$ cat config.mk
export PLATFORM = sky130hd
export DESIGN_NAME = pld_top
export DESIGN_NICKNAME = d
export VERILOG_FILES = /design/src/hdl/pld_channel.v /design/src/hdl/pld_top.v
export VERILOG_INCLUDE_DIRS = /design/src /design/src/hdl
export SDC_FILE = /design/constraint.sdc
export NUM_CORES = 1
export LEC_CHECK = 0
export BUFFER_PORTS_ARGS = -buffer_cell sky130_fd_sc_hd__buf_2
export CORE_MARGIN = 2
export CORE_UTILIZATION = 46
export CTS_CLUSTER_SIZE = 16
export DETAILED_ROUTE_END_ITERATION = 6
export GPL_ROUTABILITY_DRIVEN = 0
export PLACE_DENSITY_LB_ADDON = 0.1
export RECOVER_POWER = 100
export SETUP_SLACK_MARGIN = 0.3
export SLEW_MARGIN = 20
export SYNTH_ARGS = -nofsm -noshare
export SYNTH_HDL_FRONTEND = slang
export SYNTH_HIERARCHICAL = 1
export SYNTH_SLANG_ARGS = --single-unit
$ cat constraint.sdc
create_clock -name clk_i -period 1.9 [get_ports clk_i]
set_input_delay 0.095 -clock clk_i [delete_from_list [all_inputs] [get_ports clk_i]]
set_output_delay 0.095 -clock clk_i [all_outputs]
set_load 0.1 [all_outputs]
$ cat src/hdl/pld_regs.vh
// register map, field positions and timing constants for the pulser level decoder
// What this block does
// - decode each 3-bit level code into switch states
// - output enable off forces everything safe
// - aux clamps only in current mode 3
// - current select sets second-rail drive current
// - overlap select sets receive switch overlap
// - receive ready after 400 to 700 ns
// - edge delay select shifts sampling edge
// - thermal protection pulls thermal flag low
// - thermal flag is open-drain, pulled up outside
`ifndef PLD_REGS_VH
`define PLD_REGS_VH

// apb byte offsets
`define PLD_CTRL_OFF        12'h000
`define PLD_STATUS_OFF      12'h004
`define PLD_CODES_OFF       12'h008

// control register fields and reset value
`define PLD_CTRL_CUR_LSB    0
`define PLD_CTRL_OVL_LSB    2
`define PLD_CTRL_EDGE_LSB   4
`define PLD_CTRL_RST        6'h03

// status register fields
`define PLD_STAT_THERM_BIT  0
`define PLD_STAT_RDY_LSB    4

// level codes
`define PLD_CODE_HIZ        3'h0
`define PLD_CODE_POS2       3'h1
`define PLD_CODE_RX         3'h2
`define PLD_CODE_POS1       3'h3
`define PLD_CODE_GND        3'h4
`define PLD_CODE_NEG2       3'h5
`define PLD_CODE_GND_RX     3'h6
`define PLD_CODE_NEG1       3'h7

// timing
`define PLD_CLK_MHZ         25
`define PLD_OVL_STEP_NS     100
`define PLD_TON_BASE_NS     400
`define PLD_TON_STEP_NS     100
`define PLD_EDGE_STEP_PS    11'h1F4
`define PLD_CUR_STEP_MA     500

// thermal trip point and hysteresis in degrees C
`define PLD_THERM_TRIP_C    8'h6E
`define PLD_THERM_HYST_C    8'h0A

`endif

$ cat src/hdl/pld_channel.v
// one channel: level code decode and receive switch sequencing
`timescale 1ns/1ps
`default_nettype none
`include "pld_regs.vh"
module pld_channel (
	input  wire       clk_i,
	input  wire       arst_n_i,
	input  wire [2:0] code_i,
	input  wire       enable_n_i,
	input  wire       aux_allow_i,
	input  wire [1:0] ovl_sel_i,
	output reg  [7:0] gate_o,
	output reg        analog_ground_clamp_o,
	output reg  [2:0] tr_switch_o,
	output reg        rx_ready_o
);
	// cycles rounded up: a least time must not be cut short
	localparam integer OVL1 = ((1 * `PLD_OVL_STEP_NS * `PLD_CLK_MHZ) + 999) / 1000;
	localparam integer OVL2 = ((2 * `PLD_OVL_STEP_NS * `PLD_CLK_MHZ) + 999) / 1000;
	localparam integer OVL3 = ((3 * `PLD_OVL_STEP_NS * `PLD_CLK_MHZ) + 999) / 1000;
	localparam integer TON0 = ((`PLD_TON_BASE_NS * `PLD_CLK_MHZ) + 999) / 1000;
	localparam integer TON1 = (((`PLD_TON_BASE_NS + `PLD_TON_STEP_NS) * `PLD_CLK_MHZ) + 999) / 1000;
	localparam integer TON2 = (((`PLD_TON_BASE_NS + 2 * `PLD_TON_STEP_NS) * `PLD_CLK_MHZ) + 999) / 1000;
	localparam integer TON3 = (((`PLD_TON_BASE_NS + 3 * `PLD_TON_STEP_NS) * `PLD_CLK_MHZ) + 999) / 1000;

	reg  [4:0] cnt_q;
	reg  [4:0] ovl_cyc;
	reg  [4:0] ton_cyc;
	reg  [7:0] gate_d;
	reg        clamp_d;
	wire       rx_code;

	assign rx_code = ~enable_n_i & (code_i[1:0] == 2'h2);

	// overlap and turn-on lengths per select value
	always @* begin
		case (ovl_sel_i)
			// counts fit five bits, the upper bits of the integers are zero
			2'h0: begin
				ovl_cyc = 5'h00;
				ton_cyc = TON0[4:0];
			end
			2'h1: begin
				ovl_cyc = OVL1[4:0];
				ton_cyc = TON1[4:0];
			end
			2'h2: begin
				ovl_cyc = OVL2[4:0];
				ton_cyc = TON2[4:0];
			end
			default: begin
				ovl_cyc = OVL3[4:0];
				ton_cyc = TON3[4:0];
			end
		endcase
	end

	// gate order: p1 n1 p2 n2 aux_pmos aux_nmos p4 n4 from bit 0 up
	always @* begin
		gate_d  = 8'h00;
		clamp_d = 1'b0;
		case (code_i)
			`PLD_CODE_POS2: gate_d = {2'b00, 1'b1 & aux_allow_i, 1'b0, 4'b0100};
			`PLD_CODE_POS1: gate_d = 8'h01;
			`PLD_CODE_NEG2: gate_d = {2'b00, 1'b0, 1'b1 & aux_allow_i, 4'b1000};
			`PLD_CODE_NEG1: gate_d = 8'h02;
			`PLD_CODE_GND, `PLD_CODE_GND_RX: begin
				gate_d  = 8'hC0;
				clamp_d = 1'b1;
			end
			default: gate_d = 8'h00;
		endcase
		if (enable_n_i) begin
			gate_d  = 8'h00;
			clamp_d = 1'b0;
		end
	end

	// time since the receive path was requested; saturates
	always @(posedge clk_i or negedge arst_n_i) begin
		if (!arst_n_i) begin
			cnt_q <= 5'h00;
		end else if (!rx_code) begin
			cnt_q <= 5'h00;
		end else if (cnt_q != 5'h1F) begin
			cnt_q <= cnt_q + 5'h01;
		end
	end

	// registered switch drive; s2 terminates the receive output when not receiving
	always @(posedge clk_i or negedge arst_n_i) begin
		if (!arst_n_i) begin
			gate_o                <= 8'h00;
			analog_ground_clamp_o <= 1'b0;
			tr_switch_o           <= 3'b010;
			rx_ready_o            <= 1'b0;
		end else begin
			gate_o                <= gate_d;
			analog_ground_clamp_o <= clamp_d;
			// s1 and s3 on at once, s2 held on for the overlap time
			tr_switch_o <= rx_code ? {1'b1, (cnt_q < ovl_cyc), 1'b1} : 3'b010;
			rx_ready_o  <= rx_code & (cnt_q >= ton_cyc - 5'h01);
		end
	end
endmodule
`default_nettype wire

$ cat src/hdl/pld_top.v
// four-channel pulser level decoder with apb control and thermal flag
//
// The implementer's own choices: the APB interface to the registers and the register addresses.
`timescale 1ns/1ps
`default_nettype none
`include "pld_regs.vh"
module pld_top (
	input  wire        clk_i,
	input  wire        arst_n_i,
	input  wire        psel_i,
	input  wire        penable_i,
	input  wire        pwrite_i,
	input  wire [11:0] paddr_i,
	input  wire [31:0] pwdata_i,
	output reg  [31:0] prdata_o,
	output wire        pready_o,
	output wire        pslverr_o,
	input  wire [11:0] channel_level_code_i,
	input  wire        output_enable_n_i,
	input  wire [7:0]  die_temp_i,
	output wire [31:0] switch_gate_o,
	output wire [3:0]  analog_ground_clamp_o,
	output wire [11:0] tr_switch_o,
	output wire [3:0]  rx_ready_o,
	output reg  [2:0]  drive_current_steps_o,
	output reg  [10:0] clock_edge_delay_ps_o,
	output wire        thermal_flag_n_o,
	output wire        thermal_flag_n_oe_o
);
	reg  [5:0]  ctrl_q;
	reg         therm_q;
	wire [1:0]  drive_current_select;
	wire [1:0]  rx_overlap_select;
	wire        clock_edge_delay_select_hi;
	wire        clock_edge_delay_select_lo;
	wire        addr_ok;
	wire        setup;
	wire        access;
	wire [7:0]  release_c;

	assign drive_current_select       = ctrl_q[`PLD_CTRL_CUR_LSB +: 2];
	assign rx_overlap_select          = ctrl_q[`PLD_CTRL_OVL_LSB +: 2];
	assign clock_edge_delay_select_hi = ctrl_q[`PLD_CTRL_EDGE_LSB + 1];
	assign clock_edge_delay_select_lo = ctrl_q[`PLD_CTRL_EDGE_LSB];

	// apb decode; the slave never waits, so every access ends in one access cycle
	assign setup     = psel_i & ~penable_i;
	assign access    = psel_i & penable_i;
	assign addr_ok   = (paddr_i == `PLD_CTRL_OFF) | (paddr_i == `PLD_STATUS_OFF) | (paddr_i == `PLD_CODES_OFF);
	assign pready_o  = 1'b1;
	assign pslverr_o = access & ~addr_ok;

	// control register: only writable location, status and codes are read only
	always @(posedge clk_i or negedge arst_n_i) begin
		if (!arst_n_i) begin
			ctrl_q <= `PLD_CTRL_RST;
		end else if (access & pwrite_i & (paddr_i == `PLD_CTRL_OFF)) begin
			ctrl_q <= pwdata_i[5:0];
		end
	end

	// read data captured in the setup cycle so it comes straight from a flop
	always @(posedge clk_i or negedge arst_n_i) begin
		if (!arst_n_i) begin
			prdata_o <= 32'h00000000;
		end else if (setup & ~pwrite_i) begin
			case (paddr_i)
				`PLD_CTRL_OFF:   prdata_o <= {26'h0000000, ctrl_q};
				`PLD_STATUS_OFF: prdata_o <= {24'h000000, rx_ready_o, 3'h0, therm_q};
				`PLD_CODES_OFF:  prdata_o <= {20'h00000, channel_level_code_i};
				default:         prdata_o <= 32'h00000000;
			endcase
		end
	end

	// hysteresis keeps the flag from chattering around the trip point
	assign release_c = `PLD_THERM_TRIP_C - `PLD_THERM_HYST_C;
	always @(posedge clk_i or negedge arst_n_i) begin
		if (!arst_n_i) begin
			therm_q <= 1'b0;
		end else if (!therm_q && die_temp_i >= `PLD_THERM_TRIP_C) begin
			therm_q <= 1'b1;
		end else if (therm_q && die_temp_i <= release_c) begin
			therm_q <= 1'b0;
		end
	end

	// open drain: only ever pull low, the board pull-up gives the idle high
	assign thermal_flag_n_o    = 1'b0;
	assign thermal_flag_n_oe_o = therm_q;

	// drive strength in 0.5 A steps and edge shift in picoseconds
	always @(posedge clk_i or negedge arst_n_i) begin
		if (!arst_n_i) begin
			drive_current_steps_o <= 3'h0;
			clock_edge_delay_ps_o <= 11'h000;
		end else begin
			drive_current_steps_o <= {1'b0, drive_current_select} + 3'h1;
			clock_edge_delay_ps_o <= {clock_edge_delay_select_hi, clock_edge_delay_select_lo} * `PLD_EDGE_STEP_PS;
		end
	end

	// one decoder per channel; code bit 0 is the least significant
	genvar ch;
	generate
		for (ch = 0; ch < 4; ch = ch + 1) begin : g_ch
			pld_channel u_ch (
				.clk_i                 (clk_i),
				.arst_n_i              (arst_n_i),
				.code_i                (channel_level_code_i[3*ch +: 3]),
				.enable_n_i            (output_enable_n_i),
				.aux_allow_i           (drive_current_select == 2'h3),
				.ovl_sel_i             (rx_overlap_select),
				.gate_o                (switch_gate_o[8*ch +: 8]),
				.analog_ground_clamp_o (analog_ground_clamp_o[ch]),
				.tr_switch_o           (tr_switch_o[3*ch +: 3]),
				.rx_ready_o            (rx_ready_o[ch])
			);
		end
	endgenerate
endmodule
`default_nettype wire

==> results.sh, run 1 <==
export IMPL_track_usage_pct=19.9
export IMPL_top_level_ports=172
export IMPL_synthSimpleGateAreaFrac_pct=15.0
export IMPL_firstDrtPassIters=4
export IMPL_syn_area_per_cell_um2=11.3
export IMPL_cts_tree="yes"
export IMPL_nFillCells=917
export IMPL_drt_vias_per_instance=5.05
export IMPL_area_delta_synth_final_pct=33.0
export IMPL_final_max_slew_viol_count=0
export IMPL_p_leak_nw=3.30
export IMPL_core_area_um2=10700
export IMPL_worst_path_buf_inv=0
export IMPL_finalWirelength_um=12200
export IMPL_crit_family="adder cells"
export IMPL_diodes=0
export IMPL_synth_xor_area_share_pct=2.08
export IMPL_critPathLaunchType="register"
export IMPL_synth_cell_type_count=44
export IMPL_drtIter0Drc=139
export IMPL_synth_area_um2=5040
export IMPL_antenna_found_initial=0
export IMPL_worstPathArrival_ps=2000
export IMPL_power_mw=4.32
export IMPL_root_buffer="clkbuf_8"
export IMPL_max_slew_margin_pct=20.8
export IMPL_synthMuxAreaShare_pct=3.97
export IMPL_die_h_um=109
export IMPL_rsz0062_at_grt="true"
export IMPL_start_util_pct=46.9
export IMPL_cp_cell_sequence="ha_1 -> ha_1 -> nand2b_4 -> a31oi_2 -> o21ai_2"
export IMPL_ctsHtreeMaxLevel=3
export IMPL_synthCells=446
export IMPL_grt_pass1_vias=3571
export IMPL_synth_top_area_share_pct=42.7
export IMPL_vias=3783
export IMPL_p_per_area_nw_per_um2=644
export IMPL_cpMostUsedCell="ha_1"
export IMPL_grt_pass1_wl_um=17800
export IMPL_synth_seq_area_share_pct=45.8
export IMPL_async_flop_share_pct=100
export IMPL_skew_ps=13.5
export IMPL_setup_viol=0
export IMPL_end_kind="register"
export IMPL_pre_cts_slack_ps=-159
export IMPL_ant_nets=0
export IMPL_required_ps=2180
export IMPL_die_w_um=109
export IMPL_synth_flop_cell="dfrtp_1"
export IMPL_max_freq_mhz=581
export IMPL_period_share_pct=90.6
export IMPL_die_area_um2=11800
export IMPL_row_count=38
export IMPL_synth_edff_count=0
export IMPL_numCtsBuffers=9
export IMPL_worst_pin_slew_ps=1190
export IMPL_fin_nets=738
export IMPL_synth_area_leader_cell="dfrtp_1"
export IMPL_maxCapViolCount=0
export IMPL_ys_warn_count=6
export IMPL_hold_violations=0
export IMPL_vdd_drop_max_mv=0.367
export IMPL_final_cell_mix="dfrtp_1, clkbuf_2, buf_2"
export IMPL_crit_path_top_delay_cell="dfrtp_2"
export IMPL_worst_slack_ps=179
export IMPL_path_clk_slew_ps=100
export IMPL_outcome="finished, final reports clean"
export IMPL_synth_area_leaders="dfrtp_1, ha_1, buf_4, dfstp_2, nor2_1"
export IMPL_cpPeakStageDelay_ps=550
export IMPL_drc=0
export IMPL_place_hpwl_um=8350
export IMPL_cts_sinks=92
export IMPL_synth_adder_area_share_pct=15.9
export IMPL_grt_start_max_net_pins=38
export IMPL_ys_seq_elements=92
export IMPL_crit_fanout=8
export IMPL_drive_gt1_share_pct=44.5
export IMPL_synth_top_family_by_area="adder cells"
export IMPL_criticalPathCategory="reg -> reg"
export IMPL_portBuffers=121
export IMPL_synth_compound_area_share_pct=8.11
export IMPL_routedWlPerCell_um=16.2
export IMPL_layout_commonest_cell="dfrtp_1"
export IMPL_hold_slack_ps=8.49
export IMPL_clockBufferDepth=2
export IMPL_hold_class="in -> reg"
export IMPL_period_minus_slack_ps=1720
export IMPL_grt_overflow_total=0
export IMPL_worstSkewPairLatency_ps=380
[worst reg2reg max path, delay by kind of cell, from the launching register on]
family,cells,cell delay [ps]
fa+ha+maj,2,720
flops,1,550
compound gates,2,230
simple gates,1,140
[synthesized netlist by cell type (3+ instances only)]
cell type / instances
dfrtp_1: 86
ha_1: 64
nor2_1: 39
inv_1: 37
buf_4: 35
nand2b_1: 16
nor3_1: 12
a22o_1: 11
mux2i_1: 11
nand2_1: 11
and2_2: 8
o21ai_2: 8
xor2_1: 8
o31ai_1: 7
dfstp_2: 6
mux2_4: 6
nor2b_1: 6
o21ai_0: 5
a21o_1: 4
a21oi_1: 4
a31oi_1: 4
and2_1: 4
and3_1: 4
clkinv_4: 4
nand2_4: 4
nand3_2: 4
nand3b_1: 4
nand4b_1: 4
nor2_4: 4
xnor2_1: 4
a22oi_1: 3
o32ai_1: 3
[final cells by class]
cell class / instances / area [um2] / share of cell area (%)
clock buffer: 9 / 124 / 1.85
clock inverter: 7 / 105 / 1.57
inverter: 41 / 194 / 2.89
multi-input combinational: 297 / 2810 / 41.8
sequential: 92 / 2320 / 34.5
tap: 140 / 175 / 2.61
timing repair buffer: 163 / 988 / 14.7
[flip-flops by register name (all words and copies together) (netlist names)]
| signal | cells |
|---|---|
| prdata_o | 12 |
| drive_current_steps_o | 3 |
| g_ch.u_ch/rx_ready_o | 4 |
| g_ch.u_ch/gate_o | 28 |
| thermal_flag_n_oe_o | 1 |
| ctrl_q | 6 |
| g_ch.u_ch/tr_switch_o | 8 |
| g_ch.u_ch/cnt_q | 20 |
| clock_edge_delay_ps_o | 6 |
| g_ch.u_ch/analog_ground_clamp_o | 4 |
[through the flow]
| stage | instances | area [um2] | setup TNS (ps) | util, % |
|---|---|---|---|---|
| 2_1_floorplan | 468 | 5140 | -996 | - |
| 3_3_place_gp | 707 | 5780 | -722 | 53.8 |
| 3_5_place_dp | 707 | 5780 | -904 | 53.8 |
| 4_1_cts | 741 | 6530 | 0 | 60.8 |
| 5_1_grt | 749 | 6710 | 0 | 62.4 |
| 6_report | 749 | 6710 | 0 | 62.4 |
[cells by family (layout without fill, tap and decap cells)]
| logic type | after synthesis | count (layout) |
|---|---|---|
| flops | 92 | 92 |
| simple gates | 127 | 127 |
| fa+ha+maj | 64 | 64 |
| other cells | 2 | 24 |
| compound gates | 53 | 53 |
| xor+xnor | 12 | 12 |
| mux | 17 | 17 |
| buf+inv | 79 | 220 |
[power by group]
group	internal [mW]	total [mW]	switching (mW)
registers	1.99	2.00	0.0139
clock network	0.764	1.54	0.779
logic	0.147	0.774	0.627
[path summary, 6_finish.rpt]
check | cells past startpoint | endpoint | start | slack (ps)
setup / recovery | 5 | g_ch[2].u_ch/rx_ready_o$_DFF_PN0_ | ctrl_q[3]$_DFFE_PN0P_ | 180
hold / removal | 3 | g_ch[2].u_ch/gate_o[1]$_DFF_PN0_ | channel_level_code_i[7] | 8
max in group asynchronous | 3 | g_ch[0].u_ch/gate_o[1]$_DFF_PN0_ | arst_n_i | 480
hold reg to reg | 0 | clock_edge_delay_ps_o[3]$_DFF_PN0_ | ctrl_q[5]$_DFFE_PN0P_ | 480
setup reg to reg | 5 | g_ch[2].u_ch/rx_ready_o$_DFF_PN0_ | ctrl_q[3]$_DFFE_PN0P_ | 180
min in group asynchronous | 2 | g_ch[1].u_ch/cnt_q[2]$_DFFE_PN0P_ | arst_n_i | 310
[layer usage]
layer | vias to the layer above | track usage [%] | wire length, um
met5 | - | 0 | 0
li1 | 1770 | - | -
met3 | 22 | 2.81 | 600
met2 | 115 | 33.6 | 6170
met4 | 0 | 8.79 | 282
met1 | 1876 | 25.6 | 5110
[timing repair]
action	in CTS	in global routing
setup buffers	3	8
gates cloned	0	0
pin swaps	15	31
resized for setup	79	48
hold buffers	15	0
endpoints found under the hold margin	44	0
setup endpoints to repair	19	22
(Power assumes the default switching activity.)
==> inputs of run 2 (changes only) <==
Settings changed: SETUP_SLACK_MARGIN 0.3 to 0.02.
==> run 2 against run 1 <==
Compared with the run above:
- combinational power down 4.0%
- core utilization down 6.1 points
- routed wire length shrank 13%
- sequential power about the same
- largest cell class unchanged
- critical path type unchanged
- via count shrank 5.6%
- power fell by 2.4%
- largest power group unchanged
- fmax fell by 5.6%
- first-iteration DRC count shrank 0.72%
- critical path depth is 2 higher
==> results.sh, run 2 (synthesized netlist as in run 1, its figures left out) <==
export IMPL_outcome="finished, final reports clean"
export IMPL_power_share_combinational_pct=17.6
export IMPL_fin_util_pct=56.3
export IMPL_top_level_ports=172
export IMPL_layout_area_seq_um2=2310
export IMPL_max_freq_mhz=548
export IMPL_rsz0062_at_grt="true"
export IMPL_grt_start_max_net_pins=67
export IMPL_antenna_found_initial=0
export IMPL_firstDrtPassIters=4
export IMPL_max_slew_margin_pct=22.3
export IMPL_grt_pass1_wl_um=17000
export IMPL_start_util_pct=46.9
export IMPL_vdd_drop_max_mv=0.335
export IMPL_root_buffer="clkbuf_8"
export IMPL_track_usage_pct=18.5
export IMPL_ant_nets=0
export IMPL_hold_class="in -> reg"
export IMPL_top_regs="g_ch.u_ch/gate_o x28, g_ch.u_ch/cnt_q x20, prdata_o x12"
export IMPL_power_frac_clock_pct=34.9
export IMPL_diodes=0
export IMPL_clockBufferDepth=2
export IMPL_skew_ps=6.15
export IMPL_crit_fanout=7
export IMPL_sw_frac_of_total_pct=31.9
export IMPL_cts_sinks=92
export IMPL_seqPwrFrac_pct=47.5
export IMPL_maxCapViolCount=0
export IMPL_criticalPathCategory="reg -> reg"
export IMPL_finalWirelength_um=10600
export IMPL_die_w_um=109
export IMPL_intPower_mw=2.87
export IMPL_worstPathArrival_ps=2070
export IMPL_fin_nets=726
export IMPL_period_share_pct=96.0
export IMPL_setup_tns_ps=0
export IMPL_drt_vias_per_instance=4.85
export IMPL_grt_pass1_vias=3414
export IMPL_die_area_um2=11800
export IMPL_dp_cells=705
export IMPL_core_area_um2=10700
export IMPL_power_mw=4.22
export IMPL_nFillCells=995
export IMPL_die_h_um=109
export IMPL_drc=0
export IMPL_drtIter0Drc=138
export IMPL_portBuffers=121
export IMPL_drive_gt1_share_pct=30.7
export IMPL_area_delta_synth_final_pct=20.0
export IMPL_layout_commonest_cell="dfrtp_1"
export IMPL_period_minus_slack_ps=1820
export IMPL_hold_slack_ps=2.64
export IMPL_hold_violations=0
export IMPL_routedWlPerCell_um=14.4
export IMPL_final_instance_count_excl_fill=737
export IMPL_final_cell_mix="dfrtp_1, clkbuf_2, ha_1"
export IMPL_final_max_slew_viol_count=0
export IMPL_place_hpwl_um=8060
export IMPL_setup_viol=0
export IMPL_grt_overflow_total=0
export IMPL_end_kind="register"
export IMPL_required_ps=2150
export IMPL_largest_register_ffs=28
export IMPL_vias=3571
export IMPL_row_count=38
export IMPL_ctsHtreeMaxLevel=3
export IMPL_rrSetupSlack_ps=80
export IMPL_worstSkewPairLatency_ps=360
export IMPL_critPathLaunchType="register"
export IMPL_path_clk_slew_ps=90
export IMPL_p_leak_nw=3.17
export IMPL_regMostFlops="g_ch.u_ch/gate_o"
export IMPL_p_per_area_nw_per_um2=697
export IMPL_cts_tree="yes"
export IMPL_numCtsBuffers=9
export IMPL_p_switching_mw=1.34
export IMPL_worst_pin_slew_ps=1170
export IMPL_multiInputGateArea_um2=2310
[run 2: cell count changes in the layout (fill, tap and decap cells not counted), moves of 6 or more]
cell      before  now
buf_4         16    9
ha_1          36   64
inv_1         23   37
ha_4          27    0
inv_4          6    0
inv_2          7    0
nand2b_1       8   16
nand2b_4       8    0
clkbuf_1       7   14
buf_6          8    0
[run 2: cell type report]
type / count / share of cell area (%)
Clock buffer: 10 / 2.11
Clock inverter: 6 / 1.57
Inverter: 41 / 2.87
Multi-Input combinational cell: 297 / 38.2
Sequential cell: 92 / 38.2
Tap cell: 140 / 2.89
Timing Repair Buffer: 151 / 14.1
[run 2: final timing paths]
path | cells past startpoint | to | from
worst max-delay path | 7 | g_ch[3].u_ch/rx_ready_o$_DFF_PN0_ | ctrl_q[2]$_DFFE_PN0P_
worst min-delay path | 3 | g_ch[0].u_ch/gate_o[1]$_DFF_PN0_ | channel_level_code_i[1]
worst max register to register | 7 | g_ch[3].u_ch/rx_ready_o$_DFF_PN0_ | ctrl_q[2]$_DFFE_PN0P_
worst min register to register | 0 | clock_edge_delay_ps_o[4]$_DFF_PN0_ | ctrl_q[4]$_DFFE_PN0P_
max in group asynchronous | 3 | g_ch[0].u_ch/tr_switch_o[1]$_DFF_PN1_ | arst_n_i
min in group asynchronous | 2 | g_ch[2].u_ch/gate_o[2]$_DFF_PN0_ | arst_n_i
[run 2: power groups by stage]
stage	registers (mW)	logic, mW	clock network (mW)
after detailed placement	2.04	0.731	0
after CTS	2.00	0.754	1.52
after global routing	2.01	0.784	1.58
after floorplan	2.22	0.416	0
final	2.00	0.743	1.47
after global placement	2.04	0.727	0
[run 2: worst max-delay path, stage by stage, from the launching register on]
cell and delay, ps:
dfrtp_2 470, buf_12 130, inv_1 30, ha_1 320
ha_1 300, a21o_1 160, a31oi_1 220, o21ai_2 90
[run 2: timing repair]
| action | in CTS | in global routing |
|---|---|---|
| buffers inserted | 0 | 3 |
| hold endpoints to repair | 45 | 0 |
| hold buffers | 13 | 0 |
| endpoints found under the setup margin | 4 | 3 |
| resized for setup | 2 | 2 |
| gates cloned | 0 | 0 |
[run 2: metrics by stage]
step                      setup WS [ps]  area [um2]
after detailed placement           -189        5750
final                              76.2        6050
after CTS                          75.1        6100
after global routing               3.47        6050
after global placement             -163        5750
after floorplan                    -180        5130
[run 2: routing by layer]
layer  vias up  part of all wire (%)  GRT usage (%)
li1       1742                     -              -
met1      1729                    46           24.7
met2        92                    48           30.8
met3         8                   4.5           2.81
met5         -                     0              0
met4         0                  0.99           6.32
==> inputs of run 3 (changes only) <==
Settings changed: RECOVER_POWER 100 to 25, SETUP_SLACK_MARGIN 0.02 to default.
==> run 3 against run 2 <==
Compared with the run above:
- routed wire length fell by 1.4%
- via count barely moved
- non-clock buffer count fell by 2
- design area fell by 0.14%
- clock power fell by 7%
- highest routed layer unchanged
==> results.sh, run 3 (synthesized netlist as in run 1, its figures left out) <==
export IMPL_regMostFlops="g_ch.u_ch/gate_o"
export IMPL_criticalPathCategory="reg -> reg"
export IMPL_crit_fanout=4
export IMPL_setup_viol=0
export IMPL_clockBufferDepth=2
export IMPL_drtIter0Drc=124
export IMPL_grt_pass1_wl_um=16600
export IMPL_cpPeakStageDelay_ps=550
export IMPL_largest_register_ffs=28
export IMPL_fin_nets=724
export IMPL_rsz0062_at_grt="false"
export IMPL_cp_cell_sequence="o21ai_0 -> nand2_1 -> a221o_1 -> a31o_2 -> dlygate4sd3_1"
export IMPL_start_util_pct=46.9
export IMPL_drive_gt1_share_pct=32.6
export IMPL_outcome="finished, final reports clean"
export IMPL_skew_ps=11.8
export IMPL_diodes=0
export IMPL_drc=0
export IMPL_dp_cells=705
export IMPL_crit_family="compound AO/OA/AOI/OAI gates"
export IMPL_grt_overflow_total=0
export IMPL_rr_startpoint="thermal_flag_n_oe_o$_DFFE_PN0P_"
export IMPL_grt_start_max_net_pins=64
export IMPL_nFillCells=975
export IMPL_final_cell_mix="buf_2, dfrtp_1, ha_1"
export IMPL_path_clk_slew_ps=100
export IMPL_period_minus_slack_ps=1780
export IMPL_vias=3573
export IMPL_routedWlPerCell_um=14.2
export IMPL_vdd_drop_max_mv=0.360
export IMPL_firstDrtPassIters=4
export IMPL_antenna_found_initial=0
export IMPL_cp_depth=5
export IMPL_track_usage_pct=18.2
export IMPL_final_max_slew_viol_count=0
export IMPL_r2r_end="thermal_flag_n_oe_o$_DFFE_PN0P_"
export IMPL_die_area_um2=11800
export IMPL_cts_sinks=92
export IMPL_placed_area_um2=5750
export IMPL_top_level_ports=172
export IMPL_worst_path_buf_inv=1
export IMPL_max_freq_mhz=562
export IMPL_row_count=38
export IMPL_end_kind="register"
export IMPL_grt_pass1_vias=3440
export IMPL_drt_vias_per_instance=4.86
export IMPL_die_h_um=109
export IMPL_die_w_um=109
export IMPL_period_share_pct=93.6
export IMPL_place_hpwl_um=8120
export IMPL_maxCapViolCount=0
export IMPL_fin_area_um2=6040
export IMPL_crit_start="thermal_flag_n_oe_o$_DFFE_PN0P_"
export IMPL_portBuffers=121
export IMPL_rrSetupSlack_ps=120
export IMPL_cts_tree="yes"
export IMPL_top_regs="g_ch.u_ch/gate_o x28, g_ch.u_ch/cnt_q x20, prdata_o x12"
export IMPL_core_area_um2=10700
export IMPL_critPathLaunchType="register"
export IMPL_ant_nets=0
export IMPL_finalWirelength_um=10400
export IMPL_worstSkewPairLatency_ps=370
export IMPL_layout_commonest_cell="buf_2"
export IMPL_p_leak_nw=3.25
export IMPL_endpoint="thermal_flag_n_oe_o$_DFFE_PN0P_"
export IMPL_ctsHtreeMaxLevel=3
export IMPL_post_cts_setup_buffers=0
export IMPL_numCtsBuffers=9
export IMPL_hold_violations=0
export IMPL_final_instance_count_excl_fill=735
export IMPL_max_slew_margin_pct=35.1
export IMPL_area_delta_synth_final_pct=19.8
export IMPL_root_buffer="clkbuf_8"
export IMPL_worstPathArrival_ps=2040
export IMPL_worst_pin_slew_ps=973
export IMPL_crit_path_top_delay_cell="dlygate4sd3_1"
export IMPL_hold_class="in -> reg"
export IMPL_worst_r2r_cell_count=5
export IMPL_required_ps=2160
export IMPL_fin_util_pct=56.2
export IMPL_p_per_area_nw_per_um2=679
==> run 3: where the power goes <==
| group | total [mW] | switching, mW | internal (mW) |
|---|---|---|---|
| Sequential | 2.00 | 0.0145 | 1.99 |
| Combinational | 0.737 | 0.610 | 0.127 |
| Clock | 1.37 | 0.740 | 0.626 |
| Total | 4.10 | 1.36 | 2.74 |
==> run 3: layer usage <==
metal	wire length [um]	global-route usage, %
met5	0	0
met2	5060	30.0
met1	4640	23.5
met4	253	8.79
met3	470	2.99
==> run 3: how the worst min path moves through the flow <==
stage	cells past startpoint	startpoint	slack, ps	endpoint
final	3	channel_level_code_i[10]	4	g_ch[3].u_ch/gate_o[1]$_DFF_PN0_
after global routing	3	channel_level_code_i[10]	6	g_ch[3].u_ch/gate_o[1]$_DFF_PN0_
after CTS	3	channel_level_code_i[10]	0.2	g_ch[3].u_ch/gate_o[1]$_DFF_PN0_
after detailed placement	1	arst_n_i	40	g_ch[3].u_ch/gate_o[6]$_DFF_PN0_
after global placement	1	arst_n_i	40	g_ch[3].u_ch/analog_ground_clamp_o$_DFF_PN0_
after floorplan	0	arst_n_i	-200	clock_edge_delay_ps_o[10]$_DFF_PN0_
==> run 3: final cells by class <==
cell class,count,area (um2),share of cell area [%]
clock inverters,7,81.3,1.35
well taps,140,175,2.90
repair buffers,149,861,14.2
flip-flops and latches,92,2310,38.3
clock buffers,9,124,2.05
multi-input cells,297,2320,38.3
inverters,41,174,2.88
==> run 3: repair_timing <==
| item | 4_1_cts | 5_1_grt |
|---|---|---|
| endpoints found under the setup margin | 0 | 3 |
| gates resized for setup | 0 | 2 |
| hold buffers | 14 | 0 |
| endpoints found under the hold margin | 49 | 0 |
==> run 3: tightest hold or removal path, stage by stage <==
cell     delay (ps)
buf_2           130
nand2_1          70
nor2_1           40
==> run 3: per-stage QoR <==
step	worst slack (ps)	setup TNS, ps	hold WS, ps	total power [mW]
global placement	-141	-761	38.5	2.76
finish	121	0	4.33	4.10
global route	46.7	0	5.91	4.27
detailed placement	-183	-1150	40.5	2.77
floorplan	-180	-996	-201	2.63
CTS	42.0	0	0.164	4.18
